[src/hw/ars_regs.svh]
// Register offsets, field positions, reset values and timing counts of the auto restart sequencer.
`ifndef ARS_REGS_SVH
`define ARS_REGS_SVH
`define ARS_CTRL_OFF      8'h00
`define ARS_MASK1_OFF     8'h04
`define ARS_MASK2_OFF     8'h08
`define ARS_FIRST1_OFF    8'h0c
`define ARS_RETRY1_OFF    8'h10
`define ARS_FIRST2_OFF    8'h14
`define ARS_RETRY2_OFF    8'h18
`define ARS_STATUS_OFF    8'h1c
`define ARS_TLEFT_OFF     8'h20
`define ARS_ISTAT_OFF     8'h24
`define ARS_IMASK_OFF     8'h28
`define ARS_CTRL_EN_BIT   0
`define ARS_CTRL_LIM_LSB  4
`define ARS_LIM_RST       4'h1
`define ARS_LIM_MIN       4'h1
`define ARS_LIM_MAX       4'ha
`define ARS_DLY_MAX       13'h1770
`define ARS_EV_RESTART    0
`define ARS_EV_LOCKOUT    1
`define ARS_EV_CLEARED    2
`define ARS_CLK_NS        20
`define ARS_TICK_NS       100000000
`define ARS_TICK_CYCLES   (`ARS_TICK_NS / `ARS_CLK_NS)
`define ARS_FREE_RUN_S    300
`define ARS_TICKS_PER_S   10
`define ARS_FREE_TICKS    15'(`ARS_FREE_RUN_S * `ARS_TICKS_PER_S)
`endif

[src/hw/ars_pkg.sv]
// Types shared by the auto restart sequencer modules.
package ars_pkg;
  typedef enum logic [1:0] {
    ARS_IDLE    = 2'b00,
    ARS_TIMING  = 2'b01,
    ARS_RESTART = 2'b10,
    ARS_LOCKOUT = 2'b11
  } ars_state_t;
  typedef logic [12:0] ars_dly_t;
endpackage

[src/hw/ars_tmr_if.sv]
// Timebase tick and wait countdown signals shared between the sequencer and its helpers.
interface ars_tmr_if;
  logic             tick;
  logic             load;
  ars_pkg::ars_dly_t loadVal;
  ars_pkg::ars_dly_t remaining;
  modport gen (output tick);
  modport tmr (input tick, input load, input loadVal, output remaining);
  modport ctl (input tick, output load, output loadVal, input remaining);
endinterface

[src/hw/ars_sequencer.sv]
// Auto restart sequencer: APB registers, trip watch, restart state machine and interrupt.
`include "ars_regs.svh"
module ars_sequencer #(
  parameter int TICK_CYCLES = `ARS_TICK_CYCLES
) (
  input  logic              ref_clk,
  input  logic              rst_b,
  input  logic              psel,
  input  logic              penable,
  input  logic              pwrite,
  input  logic [7:0]        paddr,
  input  logic [31:0]       pwdata,
  output logic [31:0]       prdata,
  output logic              pready,
  output logic              pslverr,
  input  logic              driveTripped,
  input  logic [15:0]       tripCause,
  input  logic              errorsPresent,
  input  logic              remoteSeqComms,
  input  logic              faultResetDone,
  output logic              tripResetReq,
  output logic              restartReq,
  output logic              restartScheduledFlag,
  output logic              restartInProgressFlag,
  output logic [3:0]        triesRemaining,
  output ars_pkg::ars_dly_t waitRemaining,
  output logic              irq
);
  import ars_pkg::*;

  function automatic logic [3:0] clampLimit(input logic [3:0] v);
    clampLimit = (v < `ARS_LIM_MIN) ? `ARS_LIM_MIN : (v > `ARS_LIM_MAX) ? `ARS_LIM_MAX : v;
  endfunction

  function automatic ars_dly_t clampDly(input ars_dly_t v);
    clampDly = (v > `ARS_DLY_MAX) ? `ARS_DLY_MAX : v;
  endfunction

  ars_tmr_if tmr ();

  ars_tick_gen #(
    .TICK_CYCLES(TICK_CYCLES)
  ) u_tick (
    .ref_clk(ref_clk),
    .rst_b  (rst_b),
    .tb     (tmr)
  );

  ars_wait_timer u_wait (
    .ref_clk(ref_clk),
    .rst_b  (rst_b),
    .tb     (tmr)
  );

  // Software settings.
  logic        restartFeatureOn_q;
  logic [3:0]  restartTryLimit_q;
  logic [15:0] tripMaskOne_q;
  logic [15:0] tripMaskTwo_q;
  ars_dly_t    firstWaitSetOne_q;
  ars_dly_t    retryWaitSetOne_q;
  ars_dly_t    firstWaitSetTwo_q;
  ars_dly_t    retryWaitSetTwo_q;
  logic [2:0]  irqStat_q;
  logic [2:0]  irqStat_d;
  logic [2:0]  irqMask_q;

  // Sequencer state.
  ars_state_t  state_q;
  ars_state_t  state_d;
  logic [3:0]  attemptCnt_q;
  logic [3:0]  attemptCnt_d;
  logic        useSetOne_q;
  logic        firstTry_q;
  logic [14:0] freeRun_q;

  // Registered outputs.
  logic [31:0] prdata_q;
  logic        pready_q;
  logic        pslverr_q;
  logic        tripResetReq_q;
  logic        restartReq_q;
  logic        scheduled_q;
  logic        inProgress_q;
  logic [3:0]  triesRemaining_q;
  logic        irq_q;

  // APB decode.
  logic        setupPh;
  logic        wrEn;
  logic        hitCtrl;
  logic        hitMask1;
  logic        hitMask2;
  logic        hitFirst1;
  logic        hitRetry1;
  logic        hitFirst2;
  logic        hitRetry2;
  logic        hitStatus;
  logic        hitTLeft;
  logic        hitIStat;
  logic        hitIMask;
  logic        addrHit;
  logic [31:0] ctrlRd;
  logic [31:0] statusRd;
  logic [31:0] rdMux;

  assign setupPh   = psel & ~penable;
  assign wrEn      = psel & penable & pwrite;
  assign hitCtrl   = (paddr == `ARS_CTRL_OFF);
  assign hitMask1  = (paddr == `ARS_MASK1_OFF);
  assign hitMask2  = (paddr == `ARS_MASK2_OFF);
  assign hitFirst1 = (paddr == `ARS_FIRST1_OFF);
  assign hitRetry1 = (paddr == `ARS_RETRY1_OFF);
  assign hitFirst2 = (paddr == `ARS_FIRST2_OFF);
  assign hitRetry2 = (paddr == `ARS_RETRY2_OFF);
  assign hitStatus = (paddr == `ARS_STATUS_OFF);
  assign hitTLeft  = (paddr == `ARS_TLEFT_OFF);
  assign hitIStat  = (paddr == `ARS_ISTAT_OFF);
  assign hitIMask  = (paddr == `ARS_IMASK_OFF);
  assign addrHit   = hitCtrl | hitMask1 | hitMask2 | hitFirst1 | hitRetry1 | hitFirst2 | hitRetry2 |
                     hitStatus | hitTLeft | hitIStat | hitIMask;

  assign ctrlRd   = 32'(restartFeatureOn_q) | (32'(restartTryLimit_q) << `ARS_CTRL_LIM_LSB);
  assign statusRd = {20'h0_0000, attemptCnt_q, triesRemaining_q, 2'b00, inProgress_q, scheduled_q};
  assign rdMux    = hitCtrl   ? ctrlRd :
                    hitMask1  ? {16'h0000, tripMaskOne_q} :
                    hitMask2  ? {16'h0000, tripMaskTwo_q} :
                    hitFirst1 ? {19'h0_0000, firstWaitSetOne_q} :
                    hitRetry1 ? {19'h0_0000, retryWaitSetOne_q} :
                    hitFirst2 ? {19'h0_0000, firstWaitSetTwo_q} :
                    hitRetry2 ? {19'h0_0000, retryWaitSetTwo_q} :
                    hitStatus ? statusRd :
                    hitTLeft  ? {19'h0_0000, tmr.remaining} :
                    hitIStat  ? {29'h0000_0000, irqStat_q} :
                    hitIMask  ? {29'h0000_0000, irqMask_q} : 32'h0000_0000;

  // Read data and error are captured in the setup cycle, so every access completes without wait states.
  always_ff @(posedge ref_clk or negedge rst_b) begin
    if (!rst_b) begin
      prdata_q  <= 32'h0000_0000;
      pslverr_q <= 1'b0;
      pready_q  <= 1'b0;
    end else begin
      pready_q <= 1'b1;
      if (setupPh) begin
        prdata_q  <= rdMux;
        pslverr_q <= ~addrHit;
      end
    end
  end

  always_ff @(posedge ref_clk or negedge rst_b) begin
    if (!rst_b) begin
      restartFeatureOn_q <= 1'b0;
      restartTryLimit_q  <= `ARS_LIM_RST;
      irqMask_q          <= 3'h0;
    end else if (wrEn && hitCtrl) begin
      restartFeatureOn_q <= pwdata[`ARS_CTRL_EN_BIT];
      restartTryLimit_q  <= pwdata[`ARS_CTRL_LIM_LSB +: 4];
    end else if (wrEn && hitIMask) begin
      irqMask_q <= pwdata[2:0];
    end
  end

  always_ff @(posedge ref_clk or negedge rst_b) begin
    if (!rst_b) begin
      tripMaskOne_q <= 16'h0000;
      tripMaskTwo_q <= 16'h0000;
    end else begin
      if (wrEn && hitMask1) tripMaskOne_q <= pwdata[15:0];
      if (wrEn && hitMask2) tripMaskTwo_q <= pwdata[15:0];
    end
  end

  always_ff @(posedge ref_clk or negedge rst_b) begin
    if (!rst_b) begin
      firstWaitSetOne_q <= '0;
      retryWaitSetOne_q <= '0;
      firstWaitSetTwo_q <= '0;
      retryWaitSetTwo_q <= '0;
    end else begin
      if (wrEn && hitFirst1) firstWaitSetOne_q <= pwdata[12:0];
      if (wrEn && hitRetry1) retryWaitSetOne_q <= pwdata[12:0];
      if (wrEn && hitFirst2) firstWaitSetTwo_q <= pwdata[12:0];
      if (wrEn && hitRetry2) retryWaitSetTwo_q <= pwdata[12:0];
    end
  end

  // Trip selection and arming.
  logic       armed;
  logic       selOne;
  logic       selTwo;
  logic       selAny;
  logic [3:0] limEff;
  logic       exhausted;
  logic       pickOne;
  logic       pickFirst;
  ars_dly_t   dlyPick;

  assign armed     = restartFeatureOn_q & ~remoteSeqComms;
  assign selOne    = |(tripCause & tripMaskOne_q);
  assign selTwo    = |(tripCause & tripMaskTwo_q);
  assign selAny    = selOne | selTwo;
  assign limEff    = clampLimit(restartTryLimit_q);
  assign exhausted = (attemptCnt_q >= limEff);
  // In idle the live selection is used so the first load already carries the right delay.
  assign pickOne   = (state_q == ARS_IDLE) ? selOne : useSetOne_q;
  assign pickFirst = (state_q == ARS_IDLE) ? (attemptCnt_q == 4'h0) : firstTry_q;
  assign dlyPick   = pickOne ? (pickFirst ? firstWaitSetOne_q : retryWaitSetOne_q) :
                               (pickFirst ? firstWaitSetTwo_q : retryWaitSetTwo_q);

  // The wait restarts from full length for as long as any error is still present.
  assign tmr.load    = (state_q == ARS_IDLE) || (state_q == ARS_TIMING && errorsPresent);
  assign tmr.loadVal = clampDly(dlyPick);

  always_comb begin
    state_d = state_q;
    case (state_q)
      ARS_IDLE: begin
        if (armed && driveTripped && selAny) begin
          state_d = exhausted ? ARS_LOCKOUT : ARS_TIMING;
        end
      end
      ARS_TIMING: begin
        if (!armed || !driveTripped) begin
          state_d = ARS_IDLE;
        end else if (!errorsPresent && !tmr.load && tmr.remaining == '0) begin
          state_d = ARS_RESTART;
        end
      end
      ARS_RESTART: begin
        if (!driveTripped || !armed) begin
          state_d = ARS_IDLE;
        end
      end
      ARS_LOCKOUT: begin
        if (faultResetDone) begin
          state_d = ARS_IDLE;
        end
      end
      default: state_d = ARS_IDLE;
    endcase
  end

  logic doRestart;
  logic enterLock;
  logic freeClear;
  logic freeHold;
  logic [14:0] retryX4;
  logic [14:0] freeThr;

  assign doRestart = (state_q == ARS_TIMING) && (state_d == ARS_RESTART);
  assign enterLock = (state_q != ARS_LOCKOUT) && (state_d == ARS_LOCKOUT);
  assign retryX4   = {clampDly(retryWaitSetOne_q), 2'b00};
  assign freeThr   = (retryX4 > `ARS_FREE_TICKS) ? retryX4 : `ARS_FREE_TICKS;
  assign freeHold  = driveTripped || (state_q != ARS_IDLE);
  assign freeClear = !freeHold && (freeRun_q >= freeThr) && (attemptCnt_q != 4'h0);

  // A successful external reset outranks a restart counted in the same cycle.
  assign attemptCnt_d = (faultResetDone || freeClear) ? 4'h0 :
                        doRestart ? attemptCnt_q + 4'h1 : attemptCnt_q;

  always_ff @(posedge ref_clk or negedge rst_b) begin
    if (!rst_b) begin
      state_q      <= ARS_IDLE;
      attemptCnt_q <= 4'h0;
      useSetOne_q  <= 1'b0;
      firstTry_q   <= 1'b0;
    end else begin
      state_q      <= state_d;
      attemptCnt_q <= attemptCnt_d;
      if (state_q == ARS_IDLE) begin
        useSetOne_q <= selOne;
        firstTry_q  <= (attemptCnt_q == 4'h0);
      end
    end
  end

  // Trip-free time is counted in ticks, so its length follows the same timebase as the delays.
  always_ff @(posedge ref_clk or negedge rst_b) begin
    if (!rst_b) begin
      freeRun_q <= '0;
    end else if (freeHold) begin
      freeRun_q <= '0;
    end else if (tmr.tick && freeRun_q < freeThr) begin
      freeRun_q <= freeRun_q + 15'h0001;
    end
  end

  logic [2:0] irqEvents;
  assign irqEvents = {freeClear, enterLock, doRestart};
  // A new event wins over a write-one-to-clear in the same cycle.
  assign irqStat_d = (irqStat_q & ~((wrEn && hitIStat) ? pwdata[2:0] : 3'h0)) | irqEvents;

  always_ff @(posedge ref_clk or negedge rst_b) begin
    if (!rst_b) begin
      irqStat_q        <= 3'h0;
      irq_q            <= 1'b0;
      tripResetReq_q   <= 1'b0;
      restartReq_q     <= 1'b0;
      scheduled_q      <= 1'b0;
      inProgress_q     <= 1'b0;
      triesRemaining_q <= `ARS_LIM_RST;
    end else begin
      irqStat_q        <= irqStat_d;
      irq_q            <= |(irqStat_d & irqMask_q);
      tripResetReq_q   <= doRestart;
      restartReq_q     <= doRestart;
      scheduled_q      <= (state_d == ARS_TIMING);
      inProgress_q     <= (state_d == ARS_RESTART);
      triesRemaining_q <= (attemptCnt_d >= limEff) ? 4'h0 : limEff - attemptCnt_d;
    end
  end

  assign prdata                = prdata_q;
  assign pready                = pready_q;
  assign pslverr               = pslverr_q;
  assign tripResetReq          = tripResetReq_q;
  assign restartReq            = restartReq_q;
  assign restartScheduledFlag  = scheduled_q;
  assign restartInProgressFlag = inProgress_q;
  assign triesRemaining        = triesRemaining_q;
  assign waitRemaining         = tmr.remaining;
  assign irq                   = irq_q;
endmodule

[src/hw/ars_tick_gen.sv]
// Divider that makes the 0.1 s timebase tick from the system clock.
`include "ars_regs.svh"
module ars_tick_gen #(
  parameter int TICK_CYCLES = `ARS_TICK_CYCLES
) (
  input logic  ref_clk,
  input logic  rst_b,
  ars_tmr_if.gen tb
);
  localparam int CW = $clog2(TICK_CYCLES);
  localparam logic [CW-1:0] LAST = CW'(TICK_CYCLES - 1);

  logic [CW-1:0] divCnt_q;
  logic          tick_q;

  if (TICK_CYCLES < 2) begin : g_chk
    $error("TICK_CYCLES must be at least 2");
  end

  always_ff @(posedge ref_clk or negedge rst_b) begin
    if (!rst_b) begin
      divCnt_q <= '0;
      tick_q   <= 1'b0;
    end else begin
      divCnt_q <= (divCnt_q == LAST) ? '0 : divCnt_q + 1'b1;
      tick_q   <= (divCnt_q == LAST);
    end
  end

  assign tb.tick = tick_q;
endmodule

[src/hw/ars_wait_timer.sv]
// Countdown of the restart wait in timebase ticks.
module ars_wait_timer (
  input logic  ref_clk,
  input logic  rst_b,
  ars_tmr_if.tmr tb
);
  import ars_pkg::*;

  ars_dly_t remaining_q;

  // A loaded value is changed only by the countdown or by a new load, so setting edits reach it at the next load.
  always_ff @(posedge ref_clk or negedge rst_b) begin
    if (!rst_b) begin
      remaining_q <= '0;
    end else if (tb.load) begin
      remaining_q <= tb.loadVal;
    end else if (tb.tick && remaining_q != '0) begin
      remaining_q <= remaining_q - 1'b1;
    end
  end

  assign tb.remaining = remaining_q;
endmodule

[config.mk]
export PLATFORM = sky130hd
export DESIGN_NAME = ars_sequencer
export DESIGN_NICKNAME = d
export VERILOG_FILES = /design/src/hw/ars_pkg.sv /design/src/hw/ars_tmr_if.sv /design/src/hw/ars_sequencer.sv /design/src/hw/ars_tick_gen.sv /design/src/hw/ars_wait_timer.sv
export VERILOG_INCLUDE_DIRS = /design/src /design/src/hw
export SDC_FILE = /design/constraint.sdc
export NUM_CORES = 1
export LEC_CHECK = 0
export BUFFER_PORTS_ARGS = -buffer_cell sky130_fd_sc_hd__buf_2
export CAP_MARGIN = 20
export CELL_PAD_IN_SITES_DETAIL_PLACEMENT = 1
export CELL_PAD_IN_SITES_GLOBAL_PLACEMENT = 2
export CORE_UTILIZATION = 30
export CTS_CLUSTER_SIZE = 30
export DETAILED_ROUTE_END_ITERATION = 10
export HOLD_SLACK_MARGIN = 0.15
export PLACE_DENSITY_LB_ADDON = 0.1
export SETUP_SLACK_MARGIN = 0.5
export SYNTH_ARGS = -nofsm -noshare
export SYNTH_HDL_FRONTEND = slang
export SYNTH_SLANG_ARGS = --single-unit
export TNS_END_PERCENT = 5
[constraint.sdc]
create_clock -name ref_clk -period 8.65 [get_ports ref_clk]
set_clock_uncertainty 0.15 [all_clocks]
set_input_delay 0.865 -clock ref_clk [delete_from_list [all_inputs] [get_ports ref_clk]]
set_output_delay 0.865 -clock ref_clk [all_outputs]
set_load 0.03 [all_outputs]
==> results of run 1 <==
==> cell families after synthesis <==
| group | synth area share |
|---|---|
| simple gates | 0.141 |
| mux | 0.163 |
| fa+ha+maj | 0.0342 |
| compound gates | 0.162 |
| flops | 0.434 |
| xor+xnor | 0.0260 |
| other cells | 0.000719 |
| buf+inv | 0.0405 |
==> state kept, by name (all words and copies together) (netlist names), 13 cells and up <==
register,flops
u_tick.divCnt_q,23
prdata,16
tripMaskOne_q,16
tripMaskTwo_q,16
freeRun_q,15
firstWaitSetOne_q,13
firstWaitSetTwo_q,13
retryWaitSetOne_q,13
retryWaitSetTwo_q,13
u_wait.tb.remaining,13
==> final timing paths <==
kind / depth (start not counted) / to / startpoint / slack (ns)
min in group ref_clk: 2 / prdata[15] / prdata[15] / 0.33
hold reg to reg: 2 / prdata[15] / prdata[15] / 0.33
max in group asynchronous: 2 / tripMaskOne_q[14] / rst_b / 6.76
hold / removal: 1 / triesRemaining[3] / rst_b / 0.29
setup reg to reg: 19 / triesRemaining[3] / retryWaitSetOne_q[1] / 3.04
setup / recovery: 19 / triesRemaining[3] / retryWaitSetOne_q[1] / 3.04
==> stage by stage <==
| step | hold WS, ns | instances |
|---|---|---|
| finish | 0.287 | 1516 |
| global route | 0.324 | 1516 |
| CTS | 0.297 | 1512 |
| detailed placement | 0.316 | 1480 |
| global placement | 0.308 | 1480 |
| floorplan | 0.305 | 990 |
==> report_power, final <==
| part | internal, uW | total [uW] | switching [uW] |
|---|---|---|---|
| Clock | 467 | 846 | 379 |
| Combinational | 42.9 | 132 | 89.0 |
| Sequential | 856 | 874 | 17.2 |
| Total | 1370 | 1850 | 486 |
==> synthesized netlist by cell type (all sizes together), types with 6 or more instances <==
master and count:
a21o 15, nor2 83, a221oi 21, or2 6, mux2 96, nor3 18
a221o 6, o41ai 14, mux2i 28, nand4 11, or3 13, nor4 6
clkbuf 23, o22ai 13, a21oi 41, a22oi 21, nand2 60, o21ai 23
buf 32, ha 27, mux4 15, xor2 16, nand3 31, inv 26
dfrtp 179, o221ai 6, o31ai 6, nand2b 13, xnor2 15, and3 9
a31oi 8, a211oi 11, a22o 8, nand4bb 7
==> metal layers <==
metal,vias to the layer above,GRT usage
met5,-,0
met4,8,0.0673
met3,44,0.0415
met2,134,0.328
met1,4255,0.285
li1,3827,-
==> cell type report <==
type | instances | area [sq um]
clock inverter | 13 | 170
inverter | 28 | 105
sequential | 181 | 4530
fill | 3811 | 21900
timing repair buffer | 101 | 551
multi-input combinational | 726 | 5560
tap | 448 | 561
clock buffer | 19 | 443
==> worst reg2reg max path, cell delays in order (launching register included) <==
cell,delay [ns]
dfrtp_1,0.52
nor3_1,0.31
a21oi_1,0.11
o2111a_1,0.23
o21ai_0,0.47
a21oi_1,0.19
ha_1,0.32
nor2b_1,0.13
o21a_1,0.16
o21a_1,0.16
o21ai_0,0.16
a21oi_1,0.12
o21ai_1,0.71
a21boi_1,0.38
or3_1,0.44
ha_1,0.36
a21o_1,0.19
a21oi_1,0.18
a41o_1,0.17
nor2_1,0.06
==> flow_results.org, run 1 <==
** STA
- The count of final max-slew check failures is 0.
- Final cycle utilization of the critical path :: 0.648
- Total negative slack for setup checks :: 0 ns
- Static timing analysis puts the maximum clock frequency at 178 MHz.
- Final WS setup :: 3.04 ns
- At the pin with the least slew margin, the transition time is 1.10 ns.
- The final-report hold violation count came to 0.
- After layout, the minimum clock period comes to 5.61 ns.
- Setup repair after global routing left no endpoint under its margin.
- Max-Slew Margin vs Limit :: 0.264
- Total setup violations reported at the end of the flow :: 0

** Floorplan
- Measured along the x axis, the die boundary spans 189 microns.
- In this run the standard cell core region covers 33900 sq um.
- The initial utilization of the core area, before any placement, comes to 0.309.
- During I/O placement, the number of pins put on the boundary was 121.
- The die is 189 microns tall.
- Number of core rows :: 67
- Overall die area :: 35600 sq um

** Clocking
- CTS Root Buffer Type :: clkbuf_16
- TritonCTS buffer count :: 17
- Worst skew pair latency :: 0.46 ns
- Once the clock tree was built, the resizer swapped 0 gates to a different size.
- Clock transition at path regs :: 0.08 ns
- TritonCTS clock tree :: done
- The number of hold buffers added after CTS was 0.
- Max H-tree Level :: 4
- Clock tree synthesis found a total of 181 sinks.
- Number of setup buffers added after CTS :: 0
- Maximum number of buffers from clock root to sink :: 2

** Final layout
- Of the cells placed in the final design, the portion with a size suffix greater than 1 is 0.251.
- Final design utilization :: 0.352
- Growth of design area from synthesis to finish :: 14.1%
- # diodes :: 0
- The top cell types in the final layout, fill and taps aside, are dfrtp_1 (179), mux2_2 (96), buf_2 (87), nor2_1 (82), nand2_1 (60).
- Final net count :: 1148
- Post-route cell area :: 11900 sq um
- Leaving out fill and tap cells, the most frequent cell in the layout is dfrtp_1.

** Global route
- Total routing usage reported by global routing :: 0.208
- Number of antenna violations at the first check in global routing :: 4
- Via count of the first global-routing pass :: 8488
- Maximum number of pins on one net before global-route repair :: 71
- Global-route wire length before repair :: 55100 microns
- Grt ovf :: 0

** Drt
- In the final routing, the length of wire on met1 measures 16700 microns.
- After detailed routing, the met3 layer carries 1500 microns of wire.
- The routed design uses 16700 microns of met2 wire.
- For this block, the initial DRC count from the detailed router was 361.
- Sum of routed wire length over all layers :: 35900 microns
- Detail Route Antenna Nets :: 0
- Via count :: 8268
- Remaining routing DRC violations :: 0
- The pre-antenna-repair detailed-routing pass consisted of 4 iterations.
- Dividing the detail-routed via count by the number of cells gives 5.45.
- Per-cell routed wire length :: 23.7 microns
- Uppermost metal layer occupied by signal nets :: met5

** Logic synthesis
- For this run, asynchronously set or reset flops after synthesis account for 1.00.
- Yosys mapped a number of flops with a built-in enable equal to 0.
- Counting distinct cell types in the post-synthesis netlist gives 80.
- Share of the synthesized area in the top cell type :: 0.429
- The cell area that synthesis handed to floorplanning was 10500 sq um.
- Main area contributors after synthesis :: dfrtp_1 (43%), mux2_2 (10%), ha_1 (3.2%)
- Among all flip-flop cells after synthesis, the most frequent one is dfrtp_1.
- For this run, the register share of the synthesized area comes to 0.434.
- Count of state elements after synthesis :: 181
- The synthesized design spends more area on one cell type than any other, namely dfrtp_1.
- The cell count after synthesis came out at 975.
- Number of warnings printed during yosys synthesis :: 0
- Average cell area after synthesis :: 10.7 sq um

** Critical path
- In this run the worst path has a maximum fanout of 11.
- For the worst setup path, the data required time is 8.85 ns.
- On the critical path, the stage with the largest delay is an instance of o21ai_1.
- The critical path is of the register to register type.
- STA classifies the critical path startpoint as a register.
- Maximum single-stage delay on the critical path :: 0.71 ns
- Broken down by cell family, the worst path's largest delay share belongs to compound AO/OA/AOI/OAI gates.
- Cells along the critical path :: nor3_1 -> a21oi_1 -> o2111a_1 -> o21ai_0 -> a21oi_1 -> ha_1 -> nor2b_1 -> o21a_1 -> o21a_1 -> o21ai_0 -> a21oi_1 -> o21ai_1 -> a21boi_1 -> or3_1 -> ha_1 -> a21o_1 -> a21oi_1 -> a41o_1 -> nor2_1
- For the worst setup path, the data arrival time is 5.81 ns.
- STA classifies the critical path endpoint as a register.
- The critical path contains buffers and inverters numbering 0 combined.
- In this design, the critical path's most frequently occurring cell is a21oi_1.

** Power
- Peak VDD IR :: 0.144 mV
- Power density normalized to cell area :: 155 nW/um^2
- Final Total Pwr :: 1850 uW
- LEAKAGE :: 0.00560 uW

** Hold path
- Class of the worst hold path :: primary input to asynchronous set/reset pin

** Job
- Max-cap violations in this run came to 0.

** Place
- The congestion estimate from routability-driven global placement came to 0.788.
- The count of buffers added on input and output ports is 88.
- Detailed placement finished with a half-perimeter wire length of 26300 microns.
- Once placement finished, the instance area stood at 11300 sq um.
- Setup slack after placement :: 2.98 ns

** Run status
- Result of the run :: completed
Power figures use the tool's default switching activity.
==> run 2: changes to the inputs <==
Settings changed: ABC_AREA from default to 1.
Clock period 8.65 ns to 4.9 ns, I/O delays scaled along.
==> flow_results.org, run 2 <==
** Critical path
- By startpoint and endpoint, the worst setup path is classified as register to register.
- The startpoint identified for the worst register-to-register timing path is retryWaitSetOne_q[5].
- Most numerous cell on the critical path :: nand2_2
- Element type at the critical path end :: register
- The worst reg-to-reg setup slack is 0.61 ns (-2.43 ns).
- Among all stages on the critical path, the largest delay is contributed by fa_2.
- Maximum single-stage delay on the critical path :: 0.42 ns (-0.29 ns)
- The worst setup path is launched from a register.
- The required time of the critical path was 5.14 ns (-3.71 ns).
- The kind of cell with the highest combined delay along the critical path is simple AND/OR/NAND/NOR gates.
- The maximum fanout along the worst path is 6 (-5).
- The arrival time of data at the critical path endpoint came to 4.53 ns (-1.28 ns).
- CP bufs+invs :: 5 (+5)
- Crit path launch :: retryWaitSetOne_q[5]

** STA
- Final critical-path required period :: 4.29 ns (-1.32 ns)
- Final cycle utilization of the critical path :: 0.876 (+0.227)
- Max-slew violations :: 0 (unchanged)
- RSZ-0062 raised after global routing :: yes
- Highest achievable clock rate :: 233 MHz (+31%)
- The worst-case headroom to the max-slew limit is 0.340 (+0.0760).
- Total setup violations reported at the end of the flow :: 0 (unchanged)
- The slew of the pin with the lowest slew margin is 0.988 ns (-0.112 ns).
- Total negative slack for setup checks :: 0 ns (unchanged)
- Hold violation count in the final report :: 0 (unchanged)

** Clocking
- CTS Root Buffer Type :: clkbuf_16
- TritonCTS clock tree :: done
- Maximum number of buffers from clock root to sink :: 2 (unchanged)
- Max H-tree Level :: 4 (unchanged)
- The number of sinks handled by clock tree synthesis was 181 (unchanged).
- TritonCTS buffer count :: 17 (unchanged)
- The post-CTS clock slew at the launch and capture registers of the worst setup and hold paths is 0.08 ns (about the same).
- Worst skew pair latency :: 0.46 ns (about the same)

** Drt
- Initial DRT Pass Iterations :: 5 (+1)
- Via count :: 9713 (+17%)
- Remaining routing DRC violations :: 0 (unchanged)
- The number of routed nets with antenna violations is 0 (unchanged).
- The number of DRC markers in iteration 0 was 435 (+20%).
- Sum of routed wire length over all layers :: 38300 microns (+6.6%)
- The average via count per standard cell is 4.94 (-9.4%).
- The post-detailed-route wirelength per cell came to 19.5 microns (-18%).

** Floorplan
- The die extent in y came to 189 microns (about the same).
- The initial standard-cell utilization of the core was 0.308 (-0.000333).
- Overall die area :: 35500 sq um (-0.11%)
- DIE WIDTH :: 189 microns (about the same)
- The total I/O pin count is 121 (unchanged).
- The number of placement rows is 67 (unchanged).
- Placeable core region :: 33900 sq um (unchanged)

** Logic synthesis
- Leading cell types by count after synthesis :: nand2_1 (400), dfrtp_1 (179), inv_1 (165), o21ai_0 (158), nor2_1 (101)
- Part of the Yosys area used for sequential elements :: 0.434 (+0.000468)
- For this run, the leading register cell type out of synthesis is dfrtp_1.
- Number of distinct library cells after synthesis :: 57 (-29%)
- The number of synthesis warnings came to 0 (unchanged).
- Share of the synthesized area in the top cell type :: 0.429 (+0.000462)
- Share of flip-flops with an asynchronous set or reset after synthesis :: 1.00 (unchanged)
- The average footprint of a synthesized cell was 7.50 sq um (-30%).
- The number of enable-type register cells in the synthesized netlist is 0 (unchanged).
- The synthesized design spends more area on one cell type than any other, namely dfrtp_1.
- Cell count after synthesis :: 1392 (+43%)
- The number of flip-flops and latches in the synthesized netlist came to 181 (unchanged).
- Most instantiated library cell after synthesis :: nand2_1
- Main area contributors after synthesis :: dfrtp_1 (43%), nand2_1 (14%), o21ai_0 (7.6%)
- The netlist area before placement is 10400 sq um (-0.11%).

** Power
- The maximum vdd ir drop was 0.252 mV (+75%).
- Power density normalized to cell area :: 271 nW/um^2 (+75%)
- Final Total Pwr :: 3330 uW (+80%)
- The reported leakage power is 0.00609 uW (+8.8%).

** Final layout
- The library cell used most frequently in the layout, excluding fill and tap cells, is nand2_1.
- Fraction of layout instances using a drive strength above 1 :: 0.140 (-0.111)
- Final net count :: 1597 (+39%)
- The library cells used most frequently in the layout, excluding fill and tap cells, are nand2_1 (394), dfrtp_1 (179), inv_1 (160), o21ai_0 (151), nor2_1 (98).
- # diodes :: 0 (unchanged)
- Most flop-heavy register :: u_tick.divCnt_q
- The number of fillers in the final layout came to 4230 (+11%).
- The post-layout instance area was 12300 sq um (+2.9%).
- Compared with the post-synthesis result, the final layout area differs by 17.5%.
- The number of flip-flops under the largest register name is 23 (unchanged).

** Global route
- Global-route wire length before repair :: 59900 microns (+8.8%)
- The total global routing track utilization came to 0.223 (+0.0149).
- Maximum number of pins on one net before global-route repair :: 89 (+25%)
- The via count of the first global-routing pass is 10000 (+18%).
- The sum of overflow across all layers after global routing came to 0 (unchanged).
- The initial antenna violation count is 0 (-4).

** Place
- The weighted congestion at the end of routability-driven global placement came to 0.822 (+4.2%).
- HPWL reported at the end of detailed placement :: 29400 microns (+12%)
- Post-detailed-placement cell area :: 11400 sq um (+1.3%)
- The port buffer count came to 88 (unchanged).

** Run status
- The run finished with clean final reports.

** Hold path
- The path class of the tightest hold or removal check is primary input to register.
- Hold Startpoint :: faultResetDone

** Job
- The number of maximum-capacitance constraint violations was 0 (unchanged).
[run 2: changes by cell type after synthesis, sizes merged, moves of 17 or more]
| cell | change |
|---|---|
| nand2 | +346 |
| nand3 | +26 |
| mux2i | -28 |
| inv | +143 |
| nor2 | +23 |
| a22oi | -20 |
| a21oi | +17 |
| a221oi | -19 |
| o21ai | +143 |
| mux2 | -96 |
[run 2: path summary, 6_finish.rpt]
path / depth (start not counted) / endpoint
min in group asynchronous: 2 / u_tick.divCnt_q[4]
max reg2reg: 31 / triesRemaining[2]
min reg2reg: 1 / u_tick.divCnt_q[21]
min: 4 / attemptCnt_q[0]
max in group asynchronous: 3 / retryWaitSetTwo_q[7]
max: 31 / triesRemaining[2]
[run 2: kinds of logic after synthesis]
group / share of synthesized area
AO/OA/AOI/OAI: 0.160
XOR/XNOR: 0.0151
adder cells (fa/ha/maj): 0.0343
buffers and inverters: 0.0908
flip-flops: 0.434
other: 0.000719
AND/OR/NAND/NOR: 0.265
[run 2: power by group]
group	internal [uW]	leakage [uW]	switching [uW]	total (uW)
logic	77.7	0.00330	216	294
clock network	821	0.000297	677	1500
registers	1510	0.00249	21.8	1540
[run 2: cell type report]
class	count	area (sq um)	share of cell area
repair buffers	127	752	0.0613
multi-input cells	1005	5160	0.420
flip-flops and latches	181	4530	0.369
clock inverters	14	173	0.0141
inverters	172	656	0.0534
well taps	448	561	0.0457
clock buffers	18	439	0.0358
[run 2: through the flow]
stage	utilization	worst slack [ns]	std cells	hold slack (ns)
2_1_floorplan	-	0.676	1407	0.0444
3_3_place_gp	0.337	0.171	1921	0.310
3_5_place_dp	0.337	0.0357	1921	0.312
4_1_cts	0.359	0.494	1961	0.180
5_1_grt	0.362	0.216	1965	0.203
6_report	0.362	0.609	1965	0.187
[run 2: timing repair]
| item | CTS | global route |
|---|---|---|
| setup buffers | 4 | 4 |
| pin swaps | 9 | 20 |
| setup endpoints to repair | 4 | 5 |
| endpoints found under the hold margin | 90 | 0 |
| gates resized for setup | 20 | 25 |
| hold buffers | 4 | 0 |
[run 2: worst register-to-register path: cells and delay by family, from the launching register on]
kind | cells | cell delay (ns)
buf+inv | 5 | 0.48
flops | 1 | 0.37
simple gates | 15 | 1.63
fa+ha+maj | 3 | 0.89
compound gates | 8 | 0.71
[run 2: layer usage]
metal	routed length, microns	vias up	GRT usage
met3	1140	28	0.0358
li1	-	4784	-
met1	18400	4759	0.304
met4	591	0	0.0555
met2	18100	142	0.367
met5	0	-	0
